<file path="src/hw/tcd_map.svh">
`ifndef TCD_MAP_SVH
`define TCD_MAP_SVH
// register lengths of the access port
`define TCD_IR_W 6
`define TCD_CFG_W 112
`define TCD_QCFG_W 40
`define TCD_SIG_W 16
`define TCD_ID_W 32
// instruction codes
`define TCD_I_EXTEST 6'h00
`define TCD_I_SEL_FULL 6'h01
`define TCD_I_SEL_QUICK 6'h02
`define TCD_I_SEL_SIG 6'h03
`define TCD_I_LATCH 6'h05
`define TCD_I_READ_CFG 6'h06
`define TCD_I_READ_SIG 6'h0a
`define TCD_I_PROG_SIG 6'h0b
`define TCD_I_PROG_CFG 6'h0c
`define TCD_I_IDCODE 6'h0d
`define TCD_I_PROG_FUSE 6'h11
`define TCD_I_PWR_DN 6'h12
`define TCD_I_PWR_UP 6'h13
`define TCD_I_RELOAD 6'h16
`define TCD_I_ERASE_CFG 6'h17
`define TCD_I_ERASE_SIG 6'h1b
`define TCD_I_CAL 6'h1c
`define TCD_I_BULK 6'h1d
`define TCD_I_SAMPLE 6'h1e
`define TCD_I_BYPASS 6'h3f
// apb byte addresses
`define TCD_A_STATUS 8'h00
`define TCD_A_CTRL 8'h04
`define TCD_A_IR 8'h08
`define TCD_A_SIG 8'h0c
// status fields
`define TCD_ST_PWR_DN 0
`define TCD_ST_CAL 1
`define TCD_ST_NV_BUSY 2
`define TCD_ST_FUSE 3
`define TCD_ST_QUICK 4
`define TCD_ST_PEND 5
// control fields and reset value
`define TCD_CT_LINK_EN 0
`define TCD_CTRL_RST 32'h0000_0001
// timing, times in microseconds
`define TCD_CLK_MHZ 50
`define TCD_SWITCH_TIME_US 1
`define TCD_NV_TIME_US 10000
`define TCD_CAL_TIME_US 20000
`endif

</file>
<file path="src/hw/tcd_pkg.sv">
package tcd_pkg;
  // access-port controller states
  typedef enum logic [3:0] {
    TAP_RESET, TAP_IDLE, TAP_SEL_DR, TAP_CAP_DR, TAP_SH_DR, TAP_EX1_DR, TAP_PA_DR,
    TAP_EX2_DR, TAP_UPD_DR, TAP_SEL_IR, TAP_CAP_IR, TAP_SH_IR, TAP_EX1_IR, TAP_PA_IR,
    TAP_EX2_IR, TAP_UPD_IR
  } tcd_tap_e;
  // decoded operations
  typedef enum logic [4:0] {
    OP_BYPASS, OP_IDCODE, OP_SEL_FULL, OP_SEL_QUICK, OP_SEL_SIG, OP_LATCH, OP_READ_CFG,
    OP_READ_SIG, OP_PROG_SIG, OP_PROG_CFG, OP_PROG_FUSE, OP_PWR_DN, OP_PWR_UP, OP_RELOAD,
    OP_ERASE_CFG, OP_ERASE_SIG, OP_CAL, OP_BULK
  } tcd_op_e;
  // synchronised link pins
  typedef struct packed {
    logic tck;
    logic tms;
    logic tdi;
  } tcd_pins_s;
endpackage : tcd_pkg

</file>
<file path="src/hw/tcd_tap_decoder.sv">
// Implementation choices: the APB interface to the registers and the register addresses.
`timescale 1ns/1ps
`default_nettype none
`include "tcd_map.svh"
module tcd_tap_decoder #(
  parameter int unsigned CFG_W = `TCD_CFG_W,
  parameter int unsigned QCFG_W = `TCD_QCFG_W,
  parameter int unsigned SIG_W = `TCD_SIG_W,
  parameter logic [31:0] ID_CODE = 32'h0000_0001, // arbitrary value
  parameter int unsigned NV_CYCLES = `TCD_NV_TIME_US * `TCD_CLK_MHZ,
  parameter int unsigned CAL_CYCLES = `TCD_CAL_TIME_US * `TCD_CLK_MHZ
) (
  input wire logic pclk,
  input wire logic presetn,
  input wire logic psel,
  input wire logic penable,
  input wire logic pwrite,
  input wire logic [7:0] paddr,
  input wire logic [31:0] pwdata,
  output logic [31:0] prdata,
  output logic pready,
  output logic pslverr,
  input wire logic tck,
  input wire logic tms,
  input wire logic tdi,
  output logic tdo,
  output logic tdo_oe,
  output logic [CFG_W-1:0] control_mem,
  output logic amp_zero,
  output logic analog_off,
  output logic outputs_hiz
);
  localparam int unsigned IR_W = `TCD_IR_W;
  // switching must finish inside this many cycles
  localparam int unsigned SWITCH_CYC = `TCD_SWITCH_TIME_US * `TCD_CLK_MHZ;

  // link pin synchroniser, stage one feeds stage two only
  tcd_pkg::tcd_pins_s pin_s1_q, pin_s2_q;
  logic tck_s3_q; // previous sampled clock level for edge finding
  always_ff @(posedge pclk or negedge presetn) begin
    if (!presetn) begin
      pin_s1_q <= '0;
      pin_s2_q <= '0;
      tck_s3_q <= 1'b0;
    end else begin
      pin_s1_q <= '{tck: tck, tms: tms, tdi: tdi};
      pin_s2_q <= pin_s1_q;
      tck_s3_q <= pin_s2_q.tck;
    end
  end
  // edges seen at pclk rate; link clock must be well below pclk/4
  wire logic tck_rise = pin_s2_q.tck & ~tck_s3_q;
  wire logic tck_fall = ~pin_s2_q.tck & tck_s3_q;

  // code to operation; undefined codes fall to bypass
  function automatic tcd_pkg::tcd_op_e decode(input logic [IR_W-1:0] c);
    tcd_pkg::tcd_op_e o;
    o = tcd_pkg::OP_BYPASS;
    if (!c[IR_W-1]) begin
      case (c)
        `TCD_I_SEL_FULL: o = tcd_pkg::OP_SEL_FULL;
        `TCD_I_SEL_QUICK: o = tcd_pkg::OP_SEL_QUICK;
        `TCD_I_SEL_SIG: o = tcd_pkg::OP_SEL_SIG;
        `TCD_I_LATCH: o = tcd_pkg::OP_LATCH;
        `TCD_I_READ_CFG: o = tcd_pkg::OP_READ_CFG;
        `TCD_I_READ_SIG: o = tcd_pkg::OP_READ_SIG;
        `TCD_I_PROG_SIG: o = tcd_pkg::OP_PROG_SIG;
        `TCD_I_PROG_CFG: o = tcd_pkg::OP_PROG_CFG;
        `TCD_I_IDCODE: o = tcd_pkg::OP_IDCODE;
        `TCD_I_PROG_FUSE: o = tcd_pkg::OP_PROG_FUSE;
        `TCD_I_PWR_DN: o = tcd_pkg::OP_PWR_DN;
        `TCD_I_PWR_UP: o = tcd_pkg::OP_PWR_UP;
        `TCD_I_RELOAD: o = tcd_pkg::OP_RELOAD;
        `TCD_I_ERASE_CFG: o = tcd_pkg::OP_ERASE_CFG;
        `TCD_I_ERASE_SIG: o = tcd_pkg::OP_ERASE_SIG;
        `TCD_I_CAL: o = tcd_pkg::OP_CAL;
        `TCD_I_BULK: o = tcd_pkg::OP_BULK;
        default: o = tcd_pkg::OP_BYPASS;
      endcase
    end
    return o;
  endfunction : decode

  // controller stepping on tms
  function automatic tcd_pkg::tcd_tap_e tap_step(input tcd_pkg::tcd_tap_e s, input logic m);
    tcd_pkg::tcd_tap_e n;
    n = s;
    case (s)
      tcd_pkg::TAP_RESET: n = m ? tcd_pkg::TAP_RESET : tcd_pkg::TAP_IDLE;
      tcd_pkg::TAP_IDLE: n = m ? tcd_pkg::TAP_SEL_DR : tcd_pkg::TAP_IDLE;
      tcd_pkg::TAP_SEL_DR: n = m ? tcd_pkg::TAP_SEL_IR : tcd_pkg::TAP_CAP_DR;
      tcd_pkg::TAP_CAP_DR: n = m ? tcd_pkg::TAP_EX1_DR : tcd_pkg::TAP_SH_DR;
      tcd_pkg::TAP_SH_DR: n = m ? tcd_pkg::TAP_EX1_DR : tcd_pkg::TAP_SH_DR;
      tcd_pkg::TAP_EX1_DR: n = m ? tcd_pkg::TAP_UPD_DR : tcd_pkg::TAP_PA_DR;
      tcd_pkg::TAP_PA_DR: n = m ? tcd_pkg::TAP_EX2_DR : tcd_pkg::TAP_PA_DR;
      tcd_pkg::TAP_EX2_DR: n = m ? tcd_pkg::TAP_UPD_DR : tcd_pkg::TAP_SH_DR;
      tcd_pkg::TAP_UPD_DR: n = m ? tcd_pkg::TAP_SEL_DR : tcd_pkg::TAP_IDLE;
      tcd_pkg::TAP_SEL_IR: n = m ? tcd_pkg::TAP_RESET : tcd_pkg::TAP_CAP_IR;
      tcd_pkg::TAP_CAP_IR: n = m ? tcd_pkg::TAP_EX1_IR : tcd_pkg::TAP_SH_IR;
      tcd_pkg::TAP_SH_IR: n = m ? tcd_pkg::TAP_EX1_IR : tcd_pkg::TAP_SH_IR;
      tcd_pkg::TAP_EX1_IR: n = m ? tcd_pkg::TAP_UPD_IR : tcd_pkg::TAP_PA_IR;
      tcd_pkg::TAP_PA_IR: n = m ? tcd_pkg::TAP_EX2_IR : tcd_pkg::TAP_PA_IR;
      tcd_pkg::TAP_EX2_IR: n = m ? tcd_pkg::TAP_UPD_IR : tcd_pkg::TAP_SH_IR;
      tcd_pkg::TAP_UPD_IR: n = m ? tcd_pkg::TAP_SEL_DR : tcd_pkg::TAP_IDLE;
      default: n = tcd_pkg::TAP_RESET;
    endcase
    return n;
  endfunction : tap_step

  // port, shift and nonvolatile state
  tcd_pkg::tcd_tap_e tap_q, tap_d; // controller state
  logic [IR_W-1:0] ir_sr_q, ir_sr_d; // instruction shift stage
  logic [IR_W-1:0] ir_act_q, ir_act_d; // active instruction code
  logic byp_q, byp_d; // single bypass stage
  logic [`TCD_ID_W-1:0] id_sr_q, id_sr_d; // identification shifter
  logic [CFG_W-1:0] cfg_sr_q, cfg_sr_d; // full register; quick is its low part
  logic [SIG_W-1:0] sig_sr_q, sig_sr_d; // user signature shifter
  logic [CFG_W-1:0] nv_cfg_q, nv_cfg_d; // nonvolatile configuration
  logic [SIG_W-1:0] nv_sig_q, nv_sig_d; // nonvolatile signature
  logic fuse_q, fuse_d; // security fuse bit
  logic [CFG_W-1:0] ctrl_q, ctrl_d; // control memory
  logic quick_q, quick_d; // quick register was the last selected
  logic pend_q, pend_d; // deferred instruction waiting for idle
  logic pd_q, pd_d; // powered down
  logic [31:0] nv_cnt_q, nv_cnt_d; // nonvolatile write time left
  logic [31:0] cal_cnt_q, cal_cnt_d; // calibration time left
  logic tdo_q, tdo_d;
  logic oe_q, oe_d;
  logic link_en; // software gate on the port
  logic rti_go; // this cycle enters run-test/idle
  tcd_pkg::tcd_op_e op;

  always_comb op = decode(ir_act_q);

  // shifter selected for data scans
  function automatic logic dr_bit(input tcd_pkg::tcd_op_e o, input logic b, input logic i,
                                  input logic c, input logic s, input logic f);
    logic r;
    r = b;
    case (o)
      tcd_pkg::OP_IDCODE: r = i;
      tcd_pkg::OP_SEL_FULL, tcd_pkg::OP_SEL_QUICK: r = c & ~f;
      tcd_pkg::OP_SEL_SIG: r = s;
      default: r = b;
    endcase
    return r;
  endfunction : dr_bit

  // next values of the port and storage
  always_comb begin
    tap_d = tap_q;
    ir_sr_d = ir_sr_q;
    ir_act_d = ir_act_q;
    byp_d = byp_q;
    id_sr_d = id_sr_q;
    cfg_sr_d = cfg_sr_q;
    sig_sr_d = sig_sr_q;
    nv_cfg_d = nv_cfg_q;
    nv_sig_d = nv_sig_q;
    fuse_d = fuse_q;
    ctrl_d = ctrl_q;
    quick_d = quick_q;
    pend_d = pend_q;
    pd_d = pd_q;
    tdo_d = tdo_q;
    oe_d = oe_q;
    nv_cnt_d = (nv_cnt_q != 32'h0) ? nv_cnt_q - 32'h1 : 32'h0;
    // counts down on pclk alone, so the link may stop at once
    cal_cnt_d = (cal_cnt_q != 32'h0) ? cal_cnt_q - 32'h1 : 32'h0;
    if (!link_en) begin
      tap_d = tcd_pkg::TAP_RESET;
    end else if (tck_rise) begin
      tap_d = tap_step(tap_q, pin_s2_q.tms);
    end
    rti_go = tck_rise && link_en && tap_q != tcd_pkg::TAP_IDLE && tap_d == tcd_pkg::TAP_IDLE;
    // capture and shift on the rising link edge
    if (tck_rise && link_en) begin
      case (tap_q)
        tcd_pkg::TAP_CAP_IR: ir_sr_d = `TCD_I_IDCODE;
        tcd_pkg::TAP_SH_IR: ir_sr_d = {pin_s2_q.tdi, ir_sr_q[IR_W-1:1]};
        tcd_pkg::TAP_CAP_DR: begin
          byp_d = 1'b0;
          if (op == tcd_pkg::OP_IDCODE) begin
            id_sr_d = ID_CODE;
          end
        end
        tcd_pkg::TAP_SH_DR: begin
          case (op)
            tcd_pkg::OP_IDCODE: id_sr_d = {pin_s2_q.tdi, id_sr_q[`TCD_ID_W-1:1]};
            tcd_pkg::OP_SEL_FULL: cfg_sr_d = {pin_s2_q.tdi, cfg_sr_q[CFG_W-1:1]};
            tcd_pkg::OP_SEL_QUICK: begin
              cfg_sr_d[QCFG_W-1:0] = {pin_s2_q.tdi, cfg_sr_q[QCFG_W-1:1]};
            end
            tcd_pkg::OP_SEL_SIG: sig_sr_d = {pin_s2_q.tdi, sig_sr_q[SIG_W-1:1]};
            default: byp_d = pin_s2_q.tdi;
          endcase
        end
        default: begin
        end
      endcase
    end
    // serial output moves on the falling link edge
    if (tck_fall) begin
      oe_d = (tap_q == tcd_pkg::TAP_SH_DR) || (tap_q == tcd_pkg::TAP_SH_IR);
      if (tap_q == tcd_pkg::TAP_SH_IR) begin
        tdo_d = ir_sr_q[0];
      end else if (tap_q == tcd_pkg::TAP_SH_DR) begin
        tdo_d = dr_bit(op, byp_q, id_sr_q[0], cfg_sr_q[0], sig_sr_q[0], fuse_q);
      end
    end
    // immediate group takes effect in update-ir
    if (tck_fall && tap_q == tcd_pkg::TAP_UPD_IR) begin
      ir_act_d = ir_sr_q;
      case (decode(ir_sr_q))
        tcd_pkg::OP_SEL_FULL: quick_d = 1'b0;
        tcd_pkg::OP_SEL_QUICK: quick_d = 1'b1;
        tcd_pkg::OP_READ_CFG: cfg_sr_d = nv_cfg_q;
        tcd_pkg::OP_READ_SIG: sig_sr_d = nv_sig_q;
        default: begin
        end
      endcase
      // deferred group waits for run-test/idle
      case (decode(ir_sr_q))
        tcd_pkg::OP_PROG_CFG, tcd_pkg::OP_PROG_SIG, tcd_pkg::OP_PROG_FUSE, tcd_pkg::OP_LATCH,
        tcd_pkg::OP_ERASE_CFG, tcd_pkg::OP_ERASE_SIG, tcd_pkg::OP_BULK, tcd_pkg::OP_PWR_DN,
        tcd_pkg::OP_PWR_UP, tcd_pkg::OP_RELOAD, tcd_pkg::OP_CAL: pend_d = 1'b1;
        default: pend_d = 1'b0;
      endcase
    end
    // deferred group runs once on idle entry
    if (rti_go && pend_q) begin
      pend_d = 1'b0;
      case (op)
        tcd_pkg::OP_PROG_CFG: begin
          // writes only add ones; a busy store ignores the request
          if (nv_cnt_q == 32'h0) begin
            nv_cfg_d = nv_cfg_q | cfg_sr_q;
            nv_cnt_d = NV_CYCLES;
          end
        end
        tcd_pkg::OP_PROG_SIG: begin
          if (nv_cnt_q == 32'h0) begin
            nv_sig_d = nv_sig_q | sig_sr_q;
            nv_cnt_d = NV_CYCLES;
          end
        end
        tcd_pkg::OP_PROG_FUSE: begin
          if (nv_cnt_q == 32'h0) begin
            fuse_d = 1'b1;
            nv_cnt_d = NV_CYCLES;
          end
        end
        tcd_pkg::OP_ERASE_CFG: begin
          if (nv_cnt_q == 32'h0) begin
            nv_cfg_d = '0;
            nv_cnt_d = NV_CYCLES;
          end
        end
        tcd_pkg::OP_ERASE_SIG: begin
          if (nv_cnt_q == 32'h0) begin
            nv_sig_d = '0;
            nv_cnt_d = NV_CYCLES;
          end
        end
        tcd_pkg::OP_BULK: begin
          if (nv_cnt_q == 32'h0) begin
            nv_cfg_d = '0;
            nv_sig_d = '0;
            fuse_d = 1'b0;
            nv_cnt_d = NV_CYCLES;
          end
        end
        tcd_pkg::OP_LATCH: begin
          if (quick_q) begin
            ctrl_d[QCFG_W-1:0] = cfg_sr_q[QCFG_W-1:0];
          end else begin
            ctrl_d = cfg_sr_q;
          end
        end
        tcd_pkg::OP_RELOAD: ctrl_d = nv_cfg_q;
        tcd_pkg::OP_PWR_DN: pd_d = 1'b1;
        tcd_pkg::OP_PWR_UP: pd_d = 1'b0;
        tcd_pkg::OP_CAL: cal_cnt_d = CAL_CYCLES;
        default: begin
        end
      endcase
    end
    // test-logic-reset selects identification and drops pending work
    if (tap_q == tcd_pkg::TAP_RESET) begin
      ir_act_d = `TCD_I_IDCODE;
      pend_d = 1'b0;
      oe_d = 1'b0;
    end
  end

  // port and storage registers
  always_ff @(posedge pclk or negedge presetn) begin
    if (!presetn) begin
      tap_q <= tcd_pkg::TAP_RESET;
      ir_sr_q <= `TCD_I_IDCODE;
      ir_act_q <= `TCD_I_IDCODE;
      byp_q <= 1'b0;
      id_sr_q <= '0;
      cfg_sr_q <= '0;
      sig_sr_q <= '0;
      nv_cfg_q <= '0; // factory state
      nv_sig_q <= '0;
      fuse_q <= 1'b0;
      ctrl_q <= '0;
      quick_q <= 1'b0;
      pend_q <= 1'b0;
      pd_q <= 1'b0;
      nv_cnt_q <= 32'h0;
      cal_cnt_q <= 32'h0;
      tdo_q <= 1'b0;
      oe_q <= 1'b0;
    end else begin
      tap_q <= tap_d;
      ir_sr_q <= ir_sr_d;
      ir_act_q <= ir_act_d;
      byp_q <= byp_d;
      id_sr_q <= id_sr_d;
      cfg_sr_q <= cfg_sr_d;
      sig_sr_q <= sig_sr_d;
      nv_cfg_q <= nv_cfg_d;
      nv_sig_q <= nv_sig_d;
      fuse_q <= fuse_d;
      ctrl_q <= ctrl_d;
      quick_q <= quick_d;
      pend_q <= pend_d;
      pd_q <= pd_d;
      nv_cnt_q <= nv_cnt_d;
      cal_cnt_q <= cal_cnt_d;
      tdo_q <= tdo_d;
      oe_q <= oe_d;
    end
  end

  assign tdo = tdo_q;
  assign tdo_oe = oe_q;
  assign control_mem = ctrl_q;
  // amplifiers held at zero for the whole calibration
  assign amp_zero = cal_cnt_q != 32'h0;
  assign analog_off = pd_q;
  assign outputs_hiz = pd_q;

  // apb slave: zero wait, read data caught in the setup cycle
  logic [31:0] ctrl_reg_q, ctrl_reg_d; // software control word
  logic [31:0] prdata_q, prdata_d;
  logic [31:0] status;
  logic hit;
  always_comb begin
    status = 32'h0;
    status[`TCD_ST_PWR_DN] = pd_q;
    status[`TCD_ST_CAL] = amp_zero;
    status[`TCD_ST_NV_BUSY] = nv_cnt_q != 32'h0;
    status[`TCD_ST_FUSE] = fuse_q;
    status[`TCD_ST_QUICK] = quick_q;
    status[`TCD_ST_PEND] = pend_q;
    hit = (paddr == `TCD_A_STATUS) || (paddr == `TCD_A_CTRL) ||
          (paddr == `TCD_A_IR) || (paddr == `TCD_A_SIG);
    ctrl_reg_d = ctrl_reg_q;
    prdata_d = prdata_q;
    if (psel && !penable && !pwrite) begin
      case (paddr)
        `TCD_A_STATUS: prdata_d = status;
        `TCD_A_CTRL: prdata_d = ctrl_reg_q;
        `TCD_A_IR: prdata_d = {26'h0, ir_act_q};
        `TCD_A_SIG: prdata_d = {{(32 - SIG_W){1'b0}}, nv_sig_q};
        default: prdata_d = 32'h0;
      endcase
    end
    if (psel && penable && pwrite && paddr == `TCD_A_CTRL) begin
      ctrl_reg_d = {31'h0, pwdata[`TCD_CT_LINK_EN]};
    end
  end
  // apb registers
  always_ff @(posedge pclk or negedge presetn) begin
    if (!presetn) begin
      ctrl_reg_q <= `TCD_CTRL_RST;
      prdata_q <= 32'h0;
    end else begin
      ctrl_reg_q <= ctrl_reg_d;
      prdata_q <= prdata_d;
    end
  end
  assign link_en = ctrl_reg_q[`TCD_CT_LINK_EN];
  assign prdata = prdata_q;
  assign pready = 1'b1;
  assign pslverr = psel & penable & ~hit;

  wire logic upd_ir = tck_fall && tap_q == tcd_pkg::TAP_UPD_IR;
endmodule : tcd_tap_decoder
`default_nettype wire

</file>
<file path="config.mk">
export PLATFORM = sky130hd
export DESIGN_NAME = tcd_tap_decoder
export DESIGN_NICKNAME = d
export VERILOG_FILES = /design/src/hw/tcd_pkg.sv /design/src/hw/tcd_tap_decoder.sv
export VERILOG_INCLUDE_DIRS = /design/src /design/src/hw
export SDC_FILE = /design/constraint.sdc
export NUM_CORES = 1
export LEC_CHECK = 0
export BUFFER_PORTS_ARGS = -buffer_cell sky130_fd_sc_hd__buf_2
export CORE_ASPECT_RATIO = 1.5
export CORE_UTILIZATION = 52
export DETAILED_ROUTE_END_ITERATION = 10
export PLACE_DENSITY = 0.74
export SLEW_MARGIN = 20
export SYNTH_ARGS = -nofsm -noshare
export SYNTH_HDL_FRONTEND = slang
export SYNTH_SLANG_ARGS = --single-unit
export TNS_END_PERCENT = 30
</file>
<file path="constraint.sdc">
create_clock -name pclk -period 3.2 [get_ports pclk]
set_input_delay 0.32 -clock pclk [delete_from_list [all_inputs] [get_ports pclk]]
set_output_delay 0.32 -clock pclk [all_outputs]
set_load 0.1 [all_outputs]
</file>
Yosys cells after proc, flatten, opt, wreduce, memory -nomap -nowiden --
Memories as Yosys holds them, arrays and structs flattened. Cells that the tools add are included.
Cells by class: $add $sub $neg 2, equal/unequal tests 49, multiplexer cells 68, bitwise logic cells 11, reductions and logical operators 52
Operator list (count):
- 112-bit two-way mux | 6
- 112-bit one-hot mux with 2 select lines | 2
- 32-bit two-way mux | 9
- 72-bit two-way mux | 2
- 16-bit two-way mux | 7
- 112-bit bitwise OR | 1
- 40-bit one-hot mux with 2 select lines | 1
- 16-bit one-hot mux with 4 select lines | 1
- 32-bit one-hot mux with 2 select lines | 1
- 32-bit nonzero test | 2
- 32-bit by 1-bit subtractor with 32-bit output (second input constant) | 2
- 4-bit one-hot mux with 12 select lines | 1
- 5-bit by 4-bit equality test with 1-bit output (second input constant) | 8
- 4-bit equality test (second input constant) | 8
- 32-bit logical NOT | 1
- 16-bit one-hot mux with 2 select lines | 1
- 5-bit two-way mux | 5
- 4-bit two-way mux | 6
- 2-bit nonzero test | 11
- 5-bit by 2-bit equality test with 1-bit output (second input constant) | 4
- 5-bit by 3-bit equality test with 1-bit output (second input constant) | 4
- 4-bit by 3-bit equality test with 1-bit output (second input constant) | 4
- 8-bit by 4-bit equality test with 1-bit output (second input constant) | 2
- 2-bit inequality test (second input constant) | 8
- 30 further kinds | 85
Word-level totals: flip-flop bits (word level) 527, ROM bits 512, input bits 48, word-level logic and storage cells 214, memories kept 4
Memory list:
- (name not given) | depth 32, width 5, rd ports 1, clocked after memory_dff 0, wr ports 0, RTL line tcd_tap_decoder.sv:60 | case (c)
- (name not given) | depth 32, width 5, rd ports 1, clocked after memory_dff 0, wr ports 0, RTL line tcd_tap_decoder.sv:60
- (name not given) | depth 32, width 5, rd ports 1, clocked after memory_dff 0, wr ports 0, RTL line tcd_tap_decoder.sv:60
- (name not given) | depth 32, width 1, rd ports 1, clocked after memory_dff 0, wr ports 0, RTL line tcd_tap_decoder.sv:223 | case (decode(ir_sr_q))

Longest topological paths before layout --
depth after elaboration 10, mapped depth 11

Worst setup path before layout --
No wires, ideal clock.
path kind register to register, from register ir_act_q[0], to register ctrl_q[100] (netlist: control_mem[100]), library setup time 126 ps, arrival 3103 ps, required time 3074 ps, slack -29 ps, stages on the path, launching flop included 11, path buffers 2, period minus slack after synthesis 3229 ps, path through dfstp_2 -> inv_1 -> ha_1 -> or3b_2 -> o21ai_0 -> a211o_1 -> nor4b_2 -> buf_4 -> clkbuf_1 -> mux2_2 -> mux2_4
Between the ends: cells in the longest elaborated chain, start to end 5, elaborated cells between the ends (all ways) 8
Ends and longest elaborated chain:
- from (decl) | RTL line tcd_tap_decoder.sv:113 | logic [IR_W-1:0] ir_act_q, ir_act_d;
- from (signal assigned) | RTL line tcd_tap_decoder.sv:301 | ir_act_q <= `TCD_I_IDCODE;
- from (signal assigned) | RTL line tcd_tap_decoder.sv:320 | ir_act_q <= ir_act_d;
- memory read 32 x 5 bit (*)
- 5-bit two-way mux (*) | RTL line tcd_tap_decoder.sv:59 | if (!c[IR_W-1]) begin
- 5-bit by 3-bit equality test with 1-bit output or 5-bit by 4-bit equality test with 1-bit output (tied branches) | RTL line tcd_tap_decoder.sv:233 | case (op)
- 2-bit inequality test (no line) or 2-bit nonzero test (tied branches)
- 3-bit AND reduction (no line)
- to (signal assigned) | RTL line tcd_tap_decoder.sv:328 | ctrl_q <= ctrl_d;
- to (decl) | RTL line tcd_tap_decoder.sv:121 | logic [CFG_W-1:0] ctrl_q, ctrl_d;
Mark *: on every way between the ends. The rest lies on a longest branch, timed or not. A chain may end at the register's enable or synchronous reset.

Final worst setup path --
from register ir_act_q[0], to register cfg_sr_q[66]
Between the ends: cells in the longest elaborated chain, start to end 8
Ends and longest elaborated chain:
- memory read 32 x 5 bit (*)
- 5-bit two-way mux (*) | RTL line tcd_tap_decoder.sv:59
- 5-bit by 2-bit equality test with 1-bit output (*) | RTL line tcd_tap_decoder.sv:188 | case (op)
- 72-bit two-way mux (*) | RTL line tcd_tap_decoder.sv:188
- 112-bit two-way mux (*) | RTL line tcd_tap_decoder.sv:178 | case (tap_q)
- 112-bit two-way mux (*) | RTL line tcd_tap_decoder.sv:177 | if (tck_rise && link_en) begin
- 112-bit two-way mux | RTL line tcd_tap_decoder.sv:214 | case (decode(ir_sr_q))
- 112-bit two-way mux (*) | RTL line tcd_tap_decoder.sv:212 | if (tck_fall && tap_q == tcd_pkg::TAP_UPD_IR) begin
- via cfg_sr_d[66] | RTL line tcd_tap_decoder.sv:116 | logic [CFG_W-1:0] cfg_sr_q, cfg_sr_d;
- to (signal assigned) | RTL line tcd_tap_decoder.sv:323 | cfg_sr_q <= cfg_sr_d;
- to (decl) | RTL line tcd_tap_decoder.sv:116
The timed path passes the listed nets; every way through them passes the cells marked *.

==> flow_summary.yaml <==
outcome:
  status: "complete, no violations"
route:
  wl_mm: 55.7
  avgViaCountPerCell: 5.81
  antenna_left: 0
  drt_iter0_drc: 1072
  wire_per_inst_um: 18.5
  remaining_drc_errors: 0
  first_pass_iters: 5
  vias: 17500
sta:
  holdWs_ns: 0.124
  relSlewSlack: 0.431
  fin_skew_ns: 0.0189
  slew_viol_final: 0
  worst_pin_slew_ns: 0.845
  hold_violations: 0
  setup_viol: 0
  rsz0062_at_grt: "yes"
  min_period_ns: 3.08
  fmaxAchievable_mhz: 325
  timing.final.crit_share: 0.962
clock_tree:
  cts_tree: "done"
  cts_buffers: 49
  clk_path_buf_depth: 3
  clkSlewWorstSetupHoldPaths_ns: 0.07
  htreeDepth: 2
  clk_latency_ns: 0.59
  cts.sinks: 511
  root_buffer: "clkbuf_16"
critical_path:
  critPathMaxStageDelay_ns: 0.58
  critPathKind: "reg -> reg"
  cp-start-kind: "register"
  arrival_ns: 3.51
  cp_slowest_cell: "dfstp_2"
  crit_path_end_kind: "register"
  path_max_fanout: 25
  crit_chain: "inv_1 > ha_1 > or3b_2 > o21ai_0 > buf_4 > nand3_1 > nor4_2 > buf_4 > buf_12 > mux2i_1 > a21oi_1"
  crit_required_ns: 3.63
  path_common_cell: "buf_4"
  crit_buf_inv: 4
  cp_top_family: "simple AND/OR/NAND/NOR gates"
synthesis:
  synth_edf_count: 0
  synth.top_cells.by_count: "dfrtp_1, nor2_1, a21oi_1"
  synthFlopType: "dfrtp_1"
  synth_top_area_cell: "dfrtp_1"
  yosysSeqAreaShare: 0.538
  synthDistinctLibCells: 71
  yosys-top-cells-area: "dfrtp_1, mux2i_1, nor2_1"
  async_flop_share: 1.00
  synth_top_area_frac: 0.530
  syn_area_um2: 23800
  syn_inst: 2229
  postSynthAreaPerCell_um2: 10.7
  synth_seq_cells: 511
  yosys_warnings: 0
  synthMostInstantiatedCell: "dfrtp_1"
hold_path:
  hold_class: "in -> reg"
grt:
  grt_pass1_vias: 17900
  overflow: 0
  grt_pass1_wl_mm: 92.6
  antenna_found_initial: 0
  grt_max_degree: 131
  globalRouteTotalUtil: 0.243
job:
  maxCapViolCount: 0
power_and_ir_drop:
  irDropWorstVdd_mv: 0.470
  power.leakage_nw: 13.5
  powerDensity_nw_per_um2: 463
floorplanning:
  fp.dieW_um: 177
  placementRows: 95
  start_util: 0.530
  die-area_um2: 46700
  ioPinCount: 199
  die_h_um: 264
  coreArea_um2: 44900
final_layout:
  drive_gt1_frac: 0.217
  final_util: 0.616
  area_growth_pct: 16.3
  fin_cells: 3006
  nets: 2444
place:
  dp.cells: 2908
  dp_hpwl_mm: 35.8
  gp_congestion: 0.866
  portBuffers: 150
## flip-flops by register name, summed over array words and instances (netlist names)
signal	flops
cfg_sr_q	112
control_mem	112
nv_cfg_q	112
cal_cnt_q	32
id_sr_q	32
nv_cnt_q	32
nv_sig_q	16
prdata	16
sig_sr_q	16
ir_act_q	6
ir_sr_q	6
tap_q	4
pin_s1_q	3
pin_s2_q	3
analog_off	1
byp_q	1
ctrl_reg_q	1
fuse_q	1
pend_q	1
quick_q	1
tck_s3_q	1
tdo	1
tdo_oe	1
## final timing paths
path                                    startpoint                           to  slack [ns]  cells past startpoint
min reg2reg                  pin_s1_q[2]$_DFF_PN0_        pin_s2_q[2]$_DFF_PN0_        0.35                      0
min in group asynchronous                  presetn     nv_cfg_q[21]$_DFFE_PN0P_        0.36                      2
max in group asynchronous                  presetn  control_mem[56]$_DFFE_PN0P_        1.90                      3
max                        ir_act_q[0]$_DFFE_PN1P_       cfg_sr_q[66]$_DFF_PN0_        0.12                     11
max reg2reg                ir_act_q[0]$_DFFE_PN1P_       cfg_sr_q[66]$_DFF_PN0_        0.12                     11
min                                       paddr[1]    ctrl_reg_q[0]$_DFFE_PN1P_        0.12                      4
## report_power, final
part	leakage (nW)	total [W]	internal [W]	switching, W
Sequential	7.10	0.00647	0.00646	0.00000706
Clock	0.829	0.00605	0.00352	0.00253
Combinational	5.58	0.000286	0.0000428	0.000243
## repair_timing
item,CTS,global route
pin swaps,0,2
cloned,0,0
hold buffers,5,0
setup endpoints to repair,1,144
resized for setup,3,9
setup buffers,0,1
hold endpoints to repair,71,0
## metal layers
| layer | track usage | wire (µm) |
|---|---|---|
| met1 | 0.303 | 22800 |
| met2 | 0.424 | 28700 |
| met3 | 0.0396 | 2470 |
| met4 | 0.0876 | 1800 |
| met5 | 0 | 0 |
## cell usage in the layout (no fill, tap or decap), types with 32 or more instances in the layout
cell / Yosys / layout
dfrtp_1: 504 / 504
nor2_1: 329 / 328
a21oi_1: 219 / 219
mux2i_1: 178 / 178
buf_2: 33 / 148
a31oi_1: 138 / 138
nand2_1: 132 / 132
o21ai_0: 87 / 87
mux2_2: 82 / 82
mux2_4: 70 / 70
buf_4: 25 / 62
clkbuf_16: 0 / 49
buf_12: 0 / 39
xnor2_1: 34 / 34
nor3_1: 36 / 32
## kinds of logic (layout without fill, tap and decap cells)
kind of cell    count (synthesis)  after routing  synth area share
compound gates                505            505             0.122
xor+xnor                       48             48            0.0177
flops                         511            511             0.538
other cells                     2             18          0.000316
simple gates                  628            628             0.119
fa+ha+maj                      13             13           0.00683
buf+inv                       191            370            0.0380
mux                           331            331             0.159
## layout make-up
cell class	count	area, µm²
Inverter	23	86.3
Clock inverter	26	332
Clock buffer	65	1370
Antenna cell	1	2.50
Sequential cell	511	12800
Multi-Input combinational cell	1542	10300
Tap cell	582	728
Timing Repair Buffer	256	2060
Fill cell	3580	17200
## stage by stage
step	setup TNS (ns)	power (W)	setup WS, ns	instance area, µm²
after floorplan	-0.874	0.00672	-0.0291	23900
after global placement	0	0.00687	0.111	25900
after detailed placement	0	0.00688	0.0687	25900
after CTS	0	0.0129	0.00573	27600
after global routing	-0.397	0.0132	-0.0391	27700
final	0	0.0128	0.121	27700
## worst reg2reg max path, stage by stage, from the launching register on
cell and delay, ns:
dfstp_2 0.58, inv_1 0.09, ha_1 0.30, or3b_2 0.45, o21ai_0 0.12, buf_4 0.17, nand3_1 0.12, nor4_2 0.25
buf_4 0.24, buf_12 0.23, mux2i_1 0.28, a21oi_1 0.12
No activity file was read; power rests on OpenSTA's default activity.
